<file path="src/dsrp_pkg.sv">
// dsrp_pkg: constants shared by the dual serial register port.
// assumes one 25 mhz system clock; all serial pins are asynchronous to it.
package dsrp_pkg;

    // ------------------------------------------------------------
    // register map
    // ------------------------------------------------------------
    localparam logic [7:0] CFG_OFFSET = 8'h15; // serial_interface_config
    localparam logic [7:0] CFG_RESET = 8'h00;  // reset value of the config register
    localparam int CFG_HOLD_BIT = 0;           // fast_hold_after_stop
    localparam int CFG_PAIR_BIT = 1;           // i2c pointer/data pair mode

    // ------------------------------------------------------------
    // i2c addressing
    // ------------------------------------------------------------
    localparam logic [6:0] I2C_ADDR_BASE = 7'h30; // strap 2 low, straps 1..0 add in
    localparam logic [6:0] I2C_ADDR_HIGH = 7'h34; // strap 2 high, straps 1..0 ignored
    localparam logic [4:0] MASTER_CODE_TOP = 5'h01; // upper five bits of the master code
    localparam logic [3:0] BYTE_BITS = 4'h8;

    // ------------------------------------------------------------
    // spi frame layout (bit counts from frame start)
    // ------------------------------------------------------------
    localparam logic [11:0] SPI_DIR_BIT = 12'h000;
    localparam logic [11:0] SPI_BURST_BIT = 12'h001;
    localparam logic [11:0] SPI_ADDR_FIRST = 12'h006;
    localparam logic [11:0] SPI_LEN_FIRST = 12'h010;
    localparam logic [11:0] SPI_HDR_BITS = 12'h018;
    localparam logic [11:0] SPI_CNT_MAX = 12'hfff;

    // ------------------------------------------------------------
    // i2c receiver states
    // ------------------------------------------------------------
    typedef enum logic [2:0] {
        I_IDLE = 3'b000,
        I_ADDR = 3'b001,
        I_PTR = 3'b010,
        I_WDATA = 3'b011,
        I_ACK = 3'b100,
        I_RDATA = 3'b101,
        I_MACK = 3'b110
    } dsrp_i2c_state_t;

endpackage : dsrp_pkg

</file>
<file path="src/dsrp_sync.sv">
// dsrp_sync: two-flop synchronisers with edge detection for a bundle of pins.
// assumes each bit is an independent level from outside the clock domain.
`timescale 1ns/1ps
module dsrp_sync #(
    parameter int W = 1
) (
    // clock and reset
    input wire logic clk,
    input wire logic reset,
    // raw pins
    input wire logic [W-1:0] din,
    // synchronised level and edges
    output logic [W-1:0] level,
    output logic [W-1:0] rise,
    output logic [W-1:0] fall
);

    // ------------------------------------------------------------
    // synchroniser stages
    // ------------------------------------------------------------
    logic [W-1:0] meta; // first stage, read only by the second
    logic [W-1:0] stage2; // settled level
    logic [W-1:0] stage3; // previous settled level

    // three stages so that edges are seen only on settled values
    always_ff @(posedge clk) begin
        if (reset) begin
            // fill with the pin levels: idle-high pins give no false edge at release
            meta <= din;
            stage2 <= din;
            stage3 <= din;
        end else begin
            meta <= din;
            stage2 <= meta;
            stage3 <= stage2;
        end
    end

    assign level = stage2;
    assign rise = stage2 & ~stage3;
    assign fall = ~stage2 & stage3;

endmodule : dsrp_sync

</file>
<file path="src/dsrp_top.sv">
// dsrp_top: i2c or spi slave giving a host access to the converter registers.
// assumes the register bank outside answers reg_rdata combinationally
// from reg_rd_addr, and takes one-cycle write strobes on reg_we.
//
// Overview of operation
// - i2c write data commits at ack rise
// - single read: pointer, repeated start, one byte
// - master ack fetches next byte, nack ends
// - stop clears the register pointer
// - stop restores slow filters, sr keeps them
// - master code 00001xxx is nacked, enters fast
// - fast mode survives repeated starts until stop
// - hold bit keeps fast mode across stop
// - select pin chooses i2c or spi slave
// - miso undriven while chip select high
// - spi mode 0, sample on rising clock
// - first bit direction, second bit burst
// - four header bits are skipped
// - ten-bit address, above 0xff ignored
// - single frame is 32 bits, length ignored
// - burst frame has length-driven byte count
// - miso low when idle, mosi ignored reading
// - burst write increments address, extra dropped
// - burst read stops after count, absent reads zero
// - i2c address from three phase straps
// - device never drives the i2c clock
`timescale 1ns/1ps
module dsrp_top
    import dsrp_pkg::*;
(
    // clock and reset
    input wire logic sys_clk,
    input wire logic reset,
    // interface select, high picks spi
    input wire logic serial_mode_select,
    // slave address straps
    input wire logic phase_config_pin0,
    input wire logic phase_config_pin1,
    input wire logic phase_config_pin2,
    // i2c pins (sda open drain)
    input wire logic scl_in,
    input wire logic sda_in,
    output logic sda_out,
    output logic sda_oe,
    // spi pins
    input wire logic spi_clk,
    input wire logic serial_select_n,
    input wire logic mosi,
    output logic miso,
    output logic miso_oe,
    // filter setting for the pad front end
    output logic high_speed_mode,
    // register bank side
    output logic [7:0] reg_rd_addr,
    input wire logic [7:0] reg_rdata,
    output logic reg_we,
    output logic [7:0] reg_waddr,
    output logic [7:0] reg_wdata
);

    // ------------------------------------------------------------
    // pin synchronisers
    // ------------------------------------------------------------
    logic [8:0] pin_raw; // all asynchronous inputs
    logic [8:0] pin_lvl; // settled levels
    logic [8:0] pin_rise; // rising edges
    logic [8:0] pin_fall; // falling edges

    assign pin_raw = {phase_config_pin2, phase_config_pin1, phase_config_pin0,
                      serial_mode_select, serial_select_n, mosi, spi_clk, sda_in, scl_in};

    dsrp_sync #(.W(9)) u_sync (
        .clk(sys_clk),
        .reset(reset),
        .din(pin_raw),
        .level(pin_lvl),
        .rise(pin_rise),
        .fall(pin_fall)
    );

    logic scl_lvl, scl_rise, scl_fall; // i2c clock
    logic sda_lvl, sda_rise, sda_fall; // i2c data
    logic sck_rise, sck_fall; // spi clock edges
    logic mosi_lvl; // spi data in
    logic cs_high; // chip select released
    logic spi_en; // spi chosen
    logic i2c_en; // i2c chosen
    logic [6:0] my_addr; // strapped i2c address

    assign scl_lvl = pin_lvl[0];
    assign scl_rise = pin_rise[0];
    assign scl_fall = pin_fall[0];
    assign sda_lvl = pin_lvl[1];
    assign sda_rise = pin_rise[1];
    assign sda_fall = pin_fall[1];
    assign sck_rise = pin_rise[2];
    assign sck_fall = pin_fall[2];
    assign mosi_lvl = pin_lvl[3];
    assign cs_high = pin_lvl[4];
    assign spi_en = pin_lvl[5];
    assign i2c_en = ~pin_lvl[5];

    assign my_addr = pin_lvl[8] ? I2C_ADDR_HIGH : (I2C_ADDR_BASE | {5'h00, pin_lvl[7:6]});

    // ------------------------------------------------------------
    // shared read path
    // ------------------------------------------------------------
    logic [7:0] cfg; // serial_interface_config contents

    // the config register lives here; the rest comes from the bank
    function automatic logic [7:0] read_byte(input logic [7:0] addr, input logic [7:0] ext,
                                             input logic [7:0] cfg_val);
        read_byte = (addr == CFG_OFFSET) ? cfg_val : ext;
    endfunction : read_byte

    logic [7:0] rd_byte; // byte at the current read address
    assign rd_byte = read_byte(reg_rd_addr, reg_rdata, cfg);

    // ------------------------------------------------------------
    // i2c slave
    // ------------------------------------------------------------
    dsrp_i2c_state_t i_state; // protocol phase
    dsrp_i2c_state_t i_after; // phase after the slave ack
    logic [3:0] i_cnt; // bits of the current byte
    logic [7:0] i_shift; // received or outgoing byte
    logic [7:0] i_ptr; // register pointer
    logic i_last_w; // the acked byte is write data
    logic i_start; // start or repeated start seen
    logic i_stop; // stop seen
    logic i_wr_go; // write strobe from i2c

    assign i_start = i2c_en & scl_lvl & sda_fall;
    assign i_stop = i2c_en & scl_lvl & sda_rise;
    assign i_wr_go = i2c_en & (i_state == I_ACK) & scl_rise & i_last_w;

    // byte-level protocol; every action waits for a settled scl edge, start and stop for a settled sda edge
    always_ff @(posedge sys_clk) begin
        if (reset || !i2c_en) begin
            i_state <= I_IDLE;
            i_after <= I_IDLE;
            i_cnt <= 4'h0;
            i_shift <= 8'h00;
            i_ptr <= 8'h00;
            i_last_w <= 1'b0;
            sda_oe <= 1'b0;
        end else if (i_start) begin
            // a repeated start resumes at the address byte, pointer kept
            i_state <= I_ADDR;
            i_cnt <= 4'h0;
            sda_oe <= 1'b0;
        end else if (i_stop) begin
            i_ptr <= 8'h00;
            i_state <= I_IDLE;
            i_cnt <= 4'h0;
            sda_oe <= 1'b0;
        end else begin
            unique case (i_state)
                I_IDLE: begin
                    // wait for a start; nothing is driven
                    sda_oe <= 1'b0;
                end
                I_ADDR, I_PTR, I_WDATA: begin
                    // msb first, sampled at scl rise
                    if (scl_rise) begin
                        i_shift <= {i_shift[6:0], sda_lvl};
                        i_cnt <= i_cnt + 4'h1;
                    end
                    if (scl_fall && i_cnt == BYTE_BITS) begin
                        i_cnt <= 4'h0;
                        if (i_state == I_ADDR) begin
                            i_last_w <= 1'b0;
                            if (i_shift[7:1] == my_addr) begin
                                sda_oe <= 1'b1;
                                i_after <= i_shift[0] ? I_RDATA : I_PTR;
                                i_state <= I_ACK;
                            end else begin
                                // master code or foreign address: no ack
                                i_state <= I_IDLE;
                            end
                        end else if (i_state == I_PTR) begin
                            i_ptr <= i_shift;
                            i_last_w <= 1'b0;
                            sda_oe <= 1'b1;
                            i_after <= I_WDATA;
                            i_state <= I_ACK;
                        end else begin
                            i_last_w <= 1'b1;
                            sda_oe <= 1'b1;
                            i_after <= cfg[CFG_PAIR_BIT] ? I_PTR : I_WDATA;
                            i_state <= I_ACK;
                        end
                    end
                end
                I_ACK: begin
                    if (i_wr_go && !cfg[CFG_PAIR_BIT]) begin
                        i_ptr <= i_ptr + 8'h01;
                    end
                    if (scl_fall) begin
                        i_state <= i_after;
                        i_cnt <= 4'h0;
                        if (i_after == I_RDATA) begin
                            // first read bit goes out as the ack ends
                            i_shift <= rd_byte;
                            sda_oe <= ~rd_byte[7];
                        end else begin
                            sda_oe <= 1'b0;
                        end
                    end
                end
                I_RDATA: begin
                    if (scl_rise) begin
                        i_cnt <= i_cnt + 4'h1;
                    end
                    if (scl_fall) begin
                        if (i_cnt == BYTE_BITS) begin
                            // release sda for the master's answer
                            sda_oe <= 1'b0;
                            i_cnt <= 4'h0;
                            i_state <= I_MACK;
                        end else begin
                            i_shift <= {i_shift[6:0], 1'b0};
                            sda_oe <= ~i_shift[6];
                        end
                    end
                end
                I_MACK: begin
                    if (scl_rise) begin
                        if (sda_lvl) begin
                            i_state <= I_IDLE;
                        end else begin
                            i_ptr <= i_ptr + 8'h01;
                        end
                    end
                    if (scl_fall) begin
                        i_shift <= rd_byte;
                        sda_oe <= ~rd_byte[7];
                        i_state <= I_RDATA;
                    end
                end
                default: begin
                    i_state <= I_IDLE;
                    sda_oe <= 1'b0;
                end
            endcase
        end
    end

    // sda only ever pulls low
    // no clock line driver
    always_ff @(posedge sys_clk) begin
        sda_out <= 1'b0;
    end

    // ------------------------------------------------------------
    // i2c speed mode
    // ------------------------------------------------------------
    logic i_mcode; // address byte just completed is a master code

    assign i_mcode = (i_state == I_ADDR) & scl_fall & (i_cnt == BYTE_BITS)
                     & (i_shift[7:3] == MASTER_CODE_TOP);

    // hold bit writes are trusted to arrive only in slow mode
    always_ff @(posedge sys_clk) begin
        if (reset || !i2c_en) begin
            high_speed_mode <= 1'b0;
        end else if (i2c_en && i_mcode) begin
            high_speed_mode <= 1'b1;
        end else if (i_stop && !cfg[CFG_HOLD_BIT]) begin
            high_speed_mode <= 1'b0;
        end
    end

    // ------------------------------------------------------------
    // spi slave
    // ------------------------------------------------------------
    logic [11:0] s_cnt; // rising edges since frame start
    logic s_dir; // 1 write, 0 read
    logic s_burst; // multiple byte frame
    logic [9:0] s_addr; // current target address
    logic [7:0] s_len; // length field
    logic [8:0] s_bytes; // data bytes handled
    logic [7:0] s_shift; // incoming data
    logic [7:0] s_tx; // outgoing data
    logic s_drive; // shifting read data onto miso
    logic [8:0] s_limit; // bytes allowed in this frame
    logic s_in_range; // still inside the byte count
    logic s_addr_ok; // address within the 8-bit space
    logic s_byte_end; // this rise completes a data byte
    logic s_byte_start; // this fall opens a data byte
    logic s_wr_go; // write strobe from spi

    assign s_limit = s_burst ? ({1'b0, s_len} + 9'h001) : 9'h001;
    assign s_in_range = s_bytes < s_limit;
    assign s_addr_ok = (s_addr[9:8] == 2'b00);
    assign s_byte_end = sck_rise & (s_cnt >= SPI_HDR_BITS) & (s_cnt[2:0] == 3'h7);
    assign s_byte_start = sck_fall & (s_cnt >= SPI_HDR_BITS) & (s_cnt[2:0] == 3'h0);
    assign s_wr_go = spi_en & ~cs_high & s_byte_end & s_dir & s_in_range & s_addr_ok;

    // frame decode; chip select high clears everything
    always_ff @(posedge sys_clk) begin
        if (reset || !spi_en || cs_high) begin
            s_cnt <= 12'h000;
            s_dir <= 1'b0;
            s_burst <= 1'b0;
            s_addr <= 10'h000;
            s_len <= 8'h00;
            s_bytes <= 9'h000;
            s_shift <= 8'h00;
        end else if (sck_rise) begin
            if (s_cnt != SPI_CNT_MAX) begin
                s_cnt <= s_cnt + 12'h001;
            end
            s_shift <= {s_shift[6:0], mosi_lvl};
            if (s_cnt == SPI_DIR_BIT) begin
                s_dir <= mosi_lvl;
            end
            if (s_cnt == SPI_BURST_BIT) begin
                s_burst <= mosi_lvl;
            end
            if (s_cnt >= SPI_ADDR_FIRST && s_cnt < SPI_LEN_FIRST) begin
                s_addr <= {s_addr[8:0], mosi_lvl};
            end
            if (s_cnt >= SPI_LEN_FIRST && s_cnt < SPI_HDR_BITS) begin
                s_len <= {s_len[6:0], mosi_lvl};
            end
            if (s_byte_end) begin
                s_addr <= s_addr + 10'h001;
                if (s_bytes != 9'h1ff) begin
                    s_bytes <= s_bytes + 9'h001;
                end
            end
        end
    end

    // read data leaves on falling edges so the master samples it on rises
    always_ff @(posedge sys_clk) begin
        if (reset || !spi_en || cs_high) begin
            s_tx <= 8'h00;
            s_drive <= 1'b0;
            miso <= 1'b0;
        end else if (s_byte_start) begin
            // stop after count, absent reads zero
            if (!s_dir && s_in_range) begin
                s_tx <= s_addr_ok ? rd_byte : 8'h00;
                miso <= s_addr_ok & rd_byte[7];
                s_drive <= 1'b1;
            end else begin
                s_tx <= 8'h00;
                miso <= 1'b0;
                s_drive <= 1'b0;
            end
        end else if (sck_fall && s_drive) begin
            s_tx <= {s_tx[6:0], 1'b0};
            miso <= s_tx[6];
        end
    end

    always_ff @(posedge sys_clk) begin
        if (reset) begin
            miso_oe <= 1'b0;
        end else begin
            miso_oe <= spi_en & ~cs_high;
        end
    end

    // ------------------------------------------------------------
    // register bank access
    // ------------------------------------------------------------
    // read address follows whichever slave is selected
    always_ff @(posedge sys_clk) begin
        if (reset) begin
            reg_rd_addr <= 8'h00;
        end else begin
            reg_rd_addr <= spi_en ? s_addr[7:0] : i_ptr;
        end
    end

    // one write strobe per byte; config writes stay local
    always_ff @(posedge sys_clk) begin
        if (reset) begin
            reg_we <= 1'b0;
            reg_waddr <= 8'h00;
            reg_wdata <= 8'h00;
            cfg <= CFG_RESET;
        end else begin
            reg_we <= 1'b0;
            if (i_wr_go || s_wr_go) begin
                reg_waddr <= i_wr_go ? i_ptr : s_addr[7:0];
                reg_wdata <= i_wr_go ? i_shift : {s_shift[6:0], mosi_lvl};
                if ((i_wr_go ? i_ptr : s_addr[7:0]) == CFG_OFFSET) begin
                    cfg <= i_wr_go ? i_shift : {s_shift[6:0], mosi_lvl};
                end else begin
                    reg_we <= 1'b1;
                end
            end
        end
    end

endmodule : dsrp_top

</file>
<file path="config.mk">
export PLATFORM = sky130hd
export DESIGN_NAME = dsrp_top
export DESIGN_NICKNAME = d
export VERILOG_FILES = /design/src/dsrp_pkg.sv /design/src/dsrp_sync.sv /design/src/dsrp_top.sv
export SDC_FILE = /design/constraint.sdc
export NUM_CORES = 1
export LEC_CHECK = 0
export ABC_AREA = 1
export BUFFER_PORTS_ARGS = -buffer_cell sky130_fd_sc_hd__buf_2
export CORE_MARGIN = 10
export CORE_UTILIZATION = 45
export DETAILED_ROUTE_END_ITERATION = 8
export PLACE_DENSITY = 0.66
export SYNTH_ARGS = -nofsm -noshare
export SYNTH_HDL_FRONTEND = slang
export SYNTH_SLANG_ARGS = --single-unit
</file>
<file path="constraint.sdc">
create_clock -name sys_clk -period 2.9 [get_ports sys_clk]
set_input_delay 0.145 -clock sys_clk [delete_from_list [all_inputs] [get_ports sys_clk]]
set_output_delay 0.145 -clock sys_clk [all_outputs]
set_load 0.05 [all_outputs]
</file>
==> results.toml <==
[synthesis]
ys_async_sr_fraction_pct = 0
yosysTopAreaCellShare_pct = 39.69
yosys_warnings = 0
synth-edff-count = 0
yosysTopAreaCell = "dfxtp_1"
synth_area_leaders = "dfxtp_1, nand2_1, a21oi_1, o21ai_0, inv_1"
netlist_instances = 1032
netlist_area_um2 = 7112
yosysUniqueCellTypes = 48
ys.flop_type = "dfxtp_1"
synth_seq_cells = 141
synth_nets = 1073
avgSynthCellArea_um2 = 6.891
yosysSeqAreaShare_pct = 39.69

[sta]
max_freq_mhz = 378.5
setup_viol = 0
fin_ws_ns = 0.2582
skew_ns = 0.009386
post-route-period-util_pct = 91.10
fin_crit_ns = 2.642
max_slew.worst_pin.slew_ns = 0.5634
hold_violations = 0
slew_viol_final = 0
holdWs_ns = 0.06480
relSlewSlack_pct = 62.05

[floorplan]
fp-row-count = 45
ios = 49
initial_core_util_pct = 46.27
die-width_um = 145.7
die_h_um = 145.7
die-area_um2 = 21230
core_um2 = 15370

[grt]
grt_start_max_net_pins = 44
grt_pass1_wl_mm = 30.87
grt_overflow_total = 0
gr-usage-all-layers_pct = 17.35
grt_pass1_vias = 6270
antenna_found_initial = 0

[final_layout]
nNetsFinal = 1127
area_delta_synth_final_pct = 17.03
final_layout_size_suffix_gt1_share_pct = 11.48
final_common_cell = "nand2_1"
final_cell_mix = "nand2_1, dfxtp_1, inv_1, nor2_1, a21oi_1"
postLayoutCoreUtil_pct = 54.15
antenna_cells = 0
fin_cells = 1309

[power]
p_per_area_nw_per_um2 = 553.8
pwr-share-comb_pct = 7.0
clockPowerShare_pct = 49.4
vdd_drop_max_mv = 0.4361
switching_share_pct = 22.84
leakagePower_nw = 3.616
power.internal_mw = 3.556
total_power_mw = 4.609
power.net_switching_mw = 1.053
pwr-share-seq_pct = 43.6

[clocking]
cts_tree = "yes"
cts_sinks = 141
cts_made_buffers = 17
ctsHtreeMaxLevel = 4
worst_skew_pair.late_latency_ns = 0.43
clockRootBuffer = "clkbuf_16"
clkTransAtPathRegs_ns = 0.06
clk_path_buf_depth = 2

[outcome]
status = "completed"

[drt]
drc_errors = 0
wl_per_cell_um = 14.32
antenna_left = 0
wl_mm = 18.74
vias_per_cell = 5.171
drt-initial-drc-count = 570
route.vias.total = 6769
drt_first_pass_iters = 5

[critical_path]
cp_max_fo = 4
cp-end-kind = "flop"
crit_path_start_kind = "flop"
worst-endpoint-required_ns = 3.26
path_class = "reg -> reg"
cp.arrival_ns = 3.00

[place]
dp.cells = 1267
io_buffers = 47
gp_congestion = 0.9027
place_ws_ns = -0.009599
place_hpwl_mm = 13.71

[run]
drv_cap = 0

[worst_hold_path]
hp-class = "in -> reg"
[synthesized netlist by cell type (all sizes together) (3+ instances only)]
library cell / n
dfxtp: 141
nand3: 46
o211ai: 3
xor2: 17
ha: 22
nor4: 3
a21oi: 98
inv: 116
o21a: 10
buf: 17
o21ai: 107
nand4: 8
o22ai: 4
nand2: 262
nor2: 114
nor3: 27
clkbuf: 15
[final cells by class]
class	count	area (um2)
clock inverter	6	105.1
tap	211	264.0
timing repair buffer	67	424.2
fill	1502	7048
inverter	117	439.2
clock buffer	25	515.5
sequential	141	2825
multi-input combinational	742	3750
[logic make-up after synthesis]
group | share of synthesized area, %
AOI/OAI and AO/OA | 17.52
xor gates and xnor gates | 2.217
adders and majority gates | 3.870
buffers and inverters | 8.480
DFF | 39.69
other | 0.05273
and+or+nand+nor | 28.17
[state kept, by name, summed over array words and instances, names as in the netlist, 3 cells and up]
name,cells
s_bytes,9
i_after,3
s_addr,10
i_ptr,8
i_state,3
reg_rd_addr,8
cfg,8
i_cnt,4
u_sync.stage3,3
reg_waddr,8
i_shift,8
u_sync.level,9
s_cnt,12
s_shift,7
reg_wdata,8
u_sync.meta,9
s_len,8
s_tx,7
[final timing paths]
| kind | startpoint | depth (start not counted) | slack, ns | end |
|---|---|---|---|---|
| worst min-delay path | reset | 3 | 0.06 | u_sync.level[3] |
| worst max register to register | s_len[1] | 18 | 0.26 | cfg[1] |
| worst min register to register | u_sync.meta[5] | 2 | 0.42 | u_sync.level[5] |
| worst max-delay path | s_len[1] | 18 | 0.26 | cfg[1] |
[power by group through the flow]
stage	logic (mW)	clock network [mW]	registers [mW]
after detailed placement	0.311	0	2.05
after global placement	0.308	0	2.05
after CTS	0.322	2.31	2.01
after floorplan	0.209	0	2.06
final	0.322	2.28	2.01
after global routing	0.360	2.38	2.02
[timing repair]
| action | CTS | global route |
|---|---|---|
| setup endpoints to repair | 16 | 33 |
| pin swaps | 0 | 3 |
| hold buffers | 9 | 0 |
| resized for setup | 1 | 15 |
| endpoints found under the hold margin | 20 | 0 |
| buffers inserted | 0 | 2 |
[critical path: stages (launching register included)]
cell     delay, ns
dfxtp_2       0.35
ha_1          0.16
nand2_1       0.07
nor2_1        0.09
inv_1         0.06
nor2_1        0.11
inv_1         0.09
nor3_2        0.13
nand3_1       0.13
ha_4          0.30
nand2_1       0.07
nor2_1        0.15
nand3_1       0.12
nand3_2       0.17
nor2_4        0.07
buf_4         0.14
a21oi_2       0.19
nor2_1        0.08
nor2_1        0.12
[through the flow]
step	setup TNS (ns)	instance area [um2]
after floorplan	0	7112
after global placement	0	7515
after detailed placement	-0.01479	7515
after CTS	0	8230
after global routing	-0.03230	8323
final	0	8323
[metal layers]
layer / global-route usage (%) / wire (um) / vias to the layer above
met5: 0 / 0 / -
met4: 5.713 / 274 / 0
met3: 3.943 / 1025 / 27
met2: 28.84 / 8913 / 178
met1: 21.64 / 8528 / 3096
li1: - / - / 3468
(Power assumes the default switching activity.)
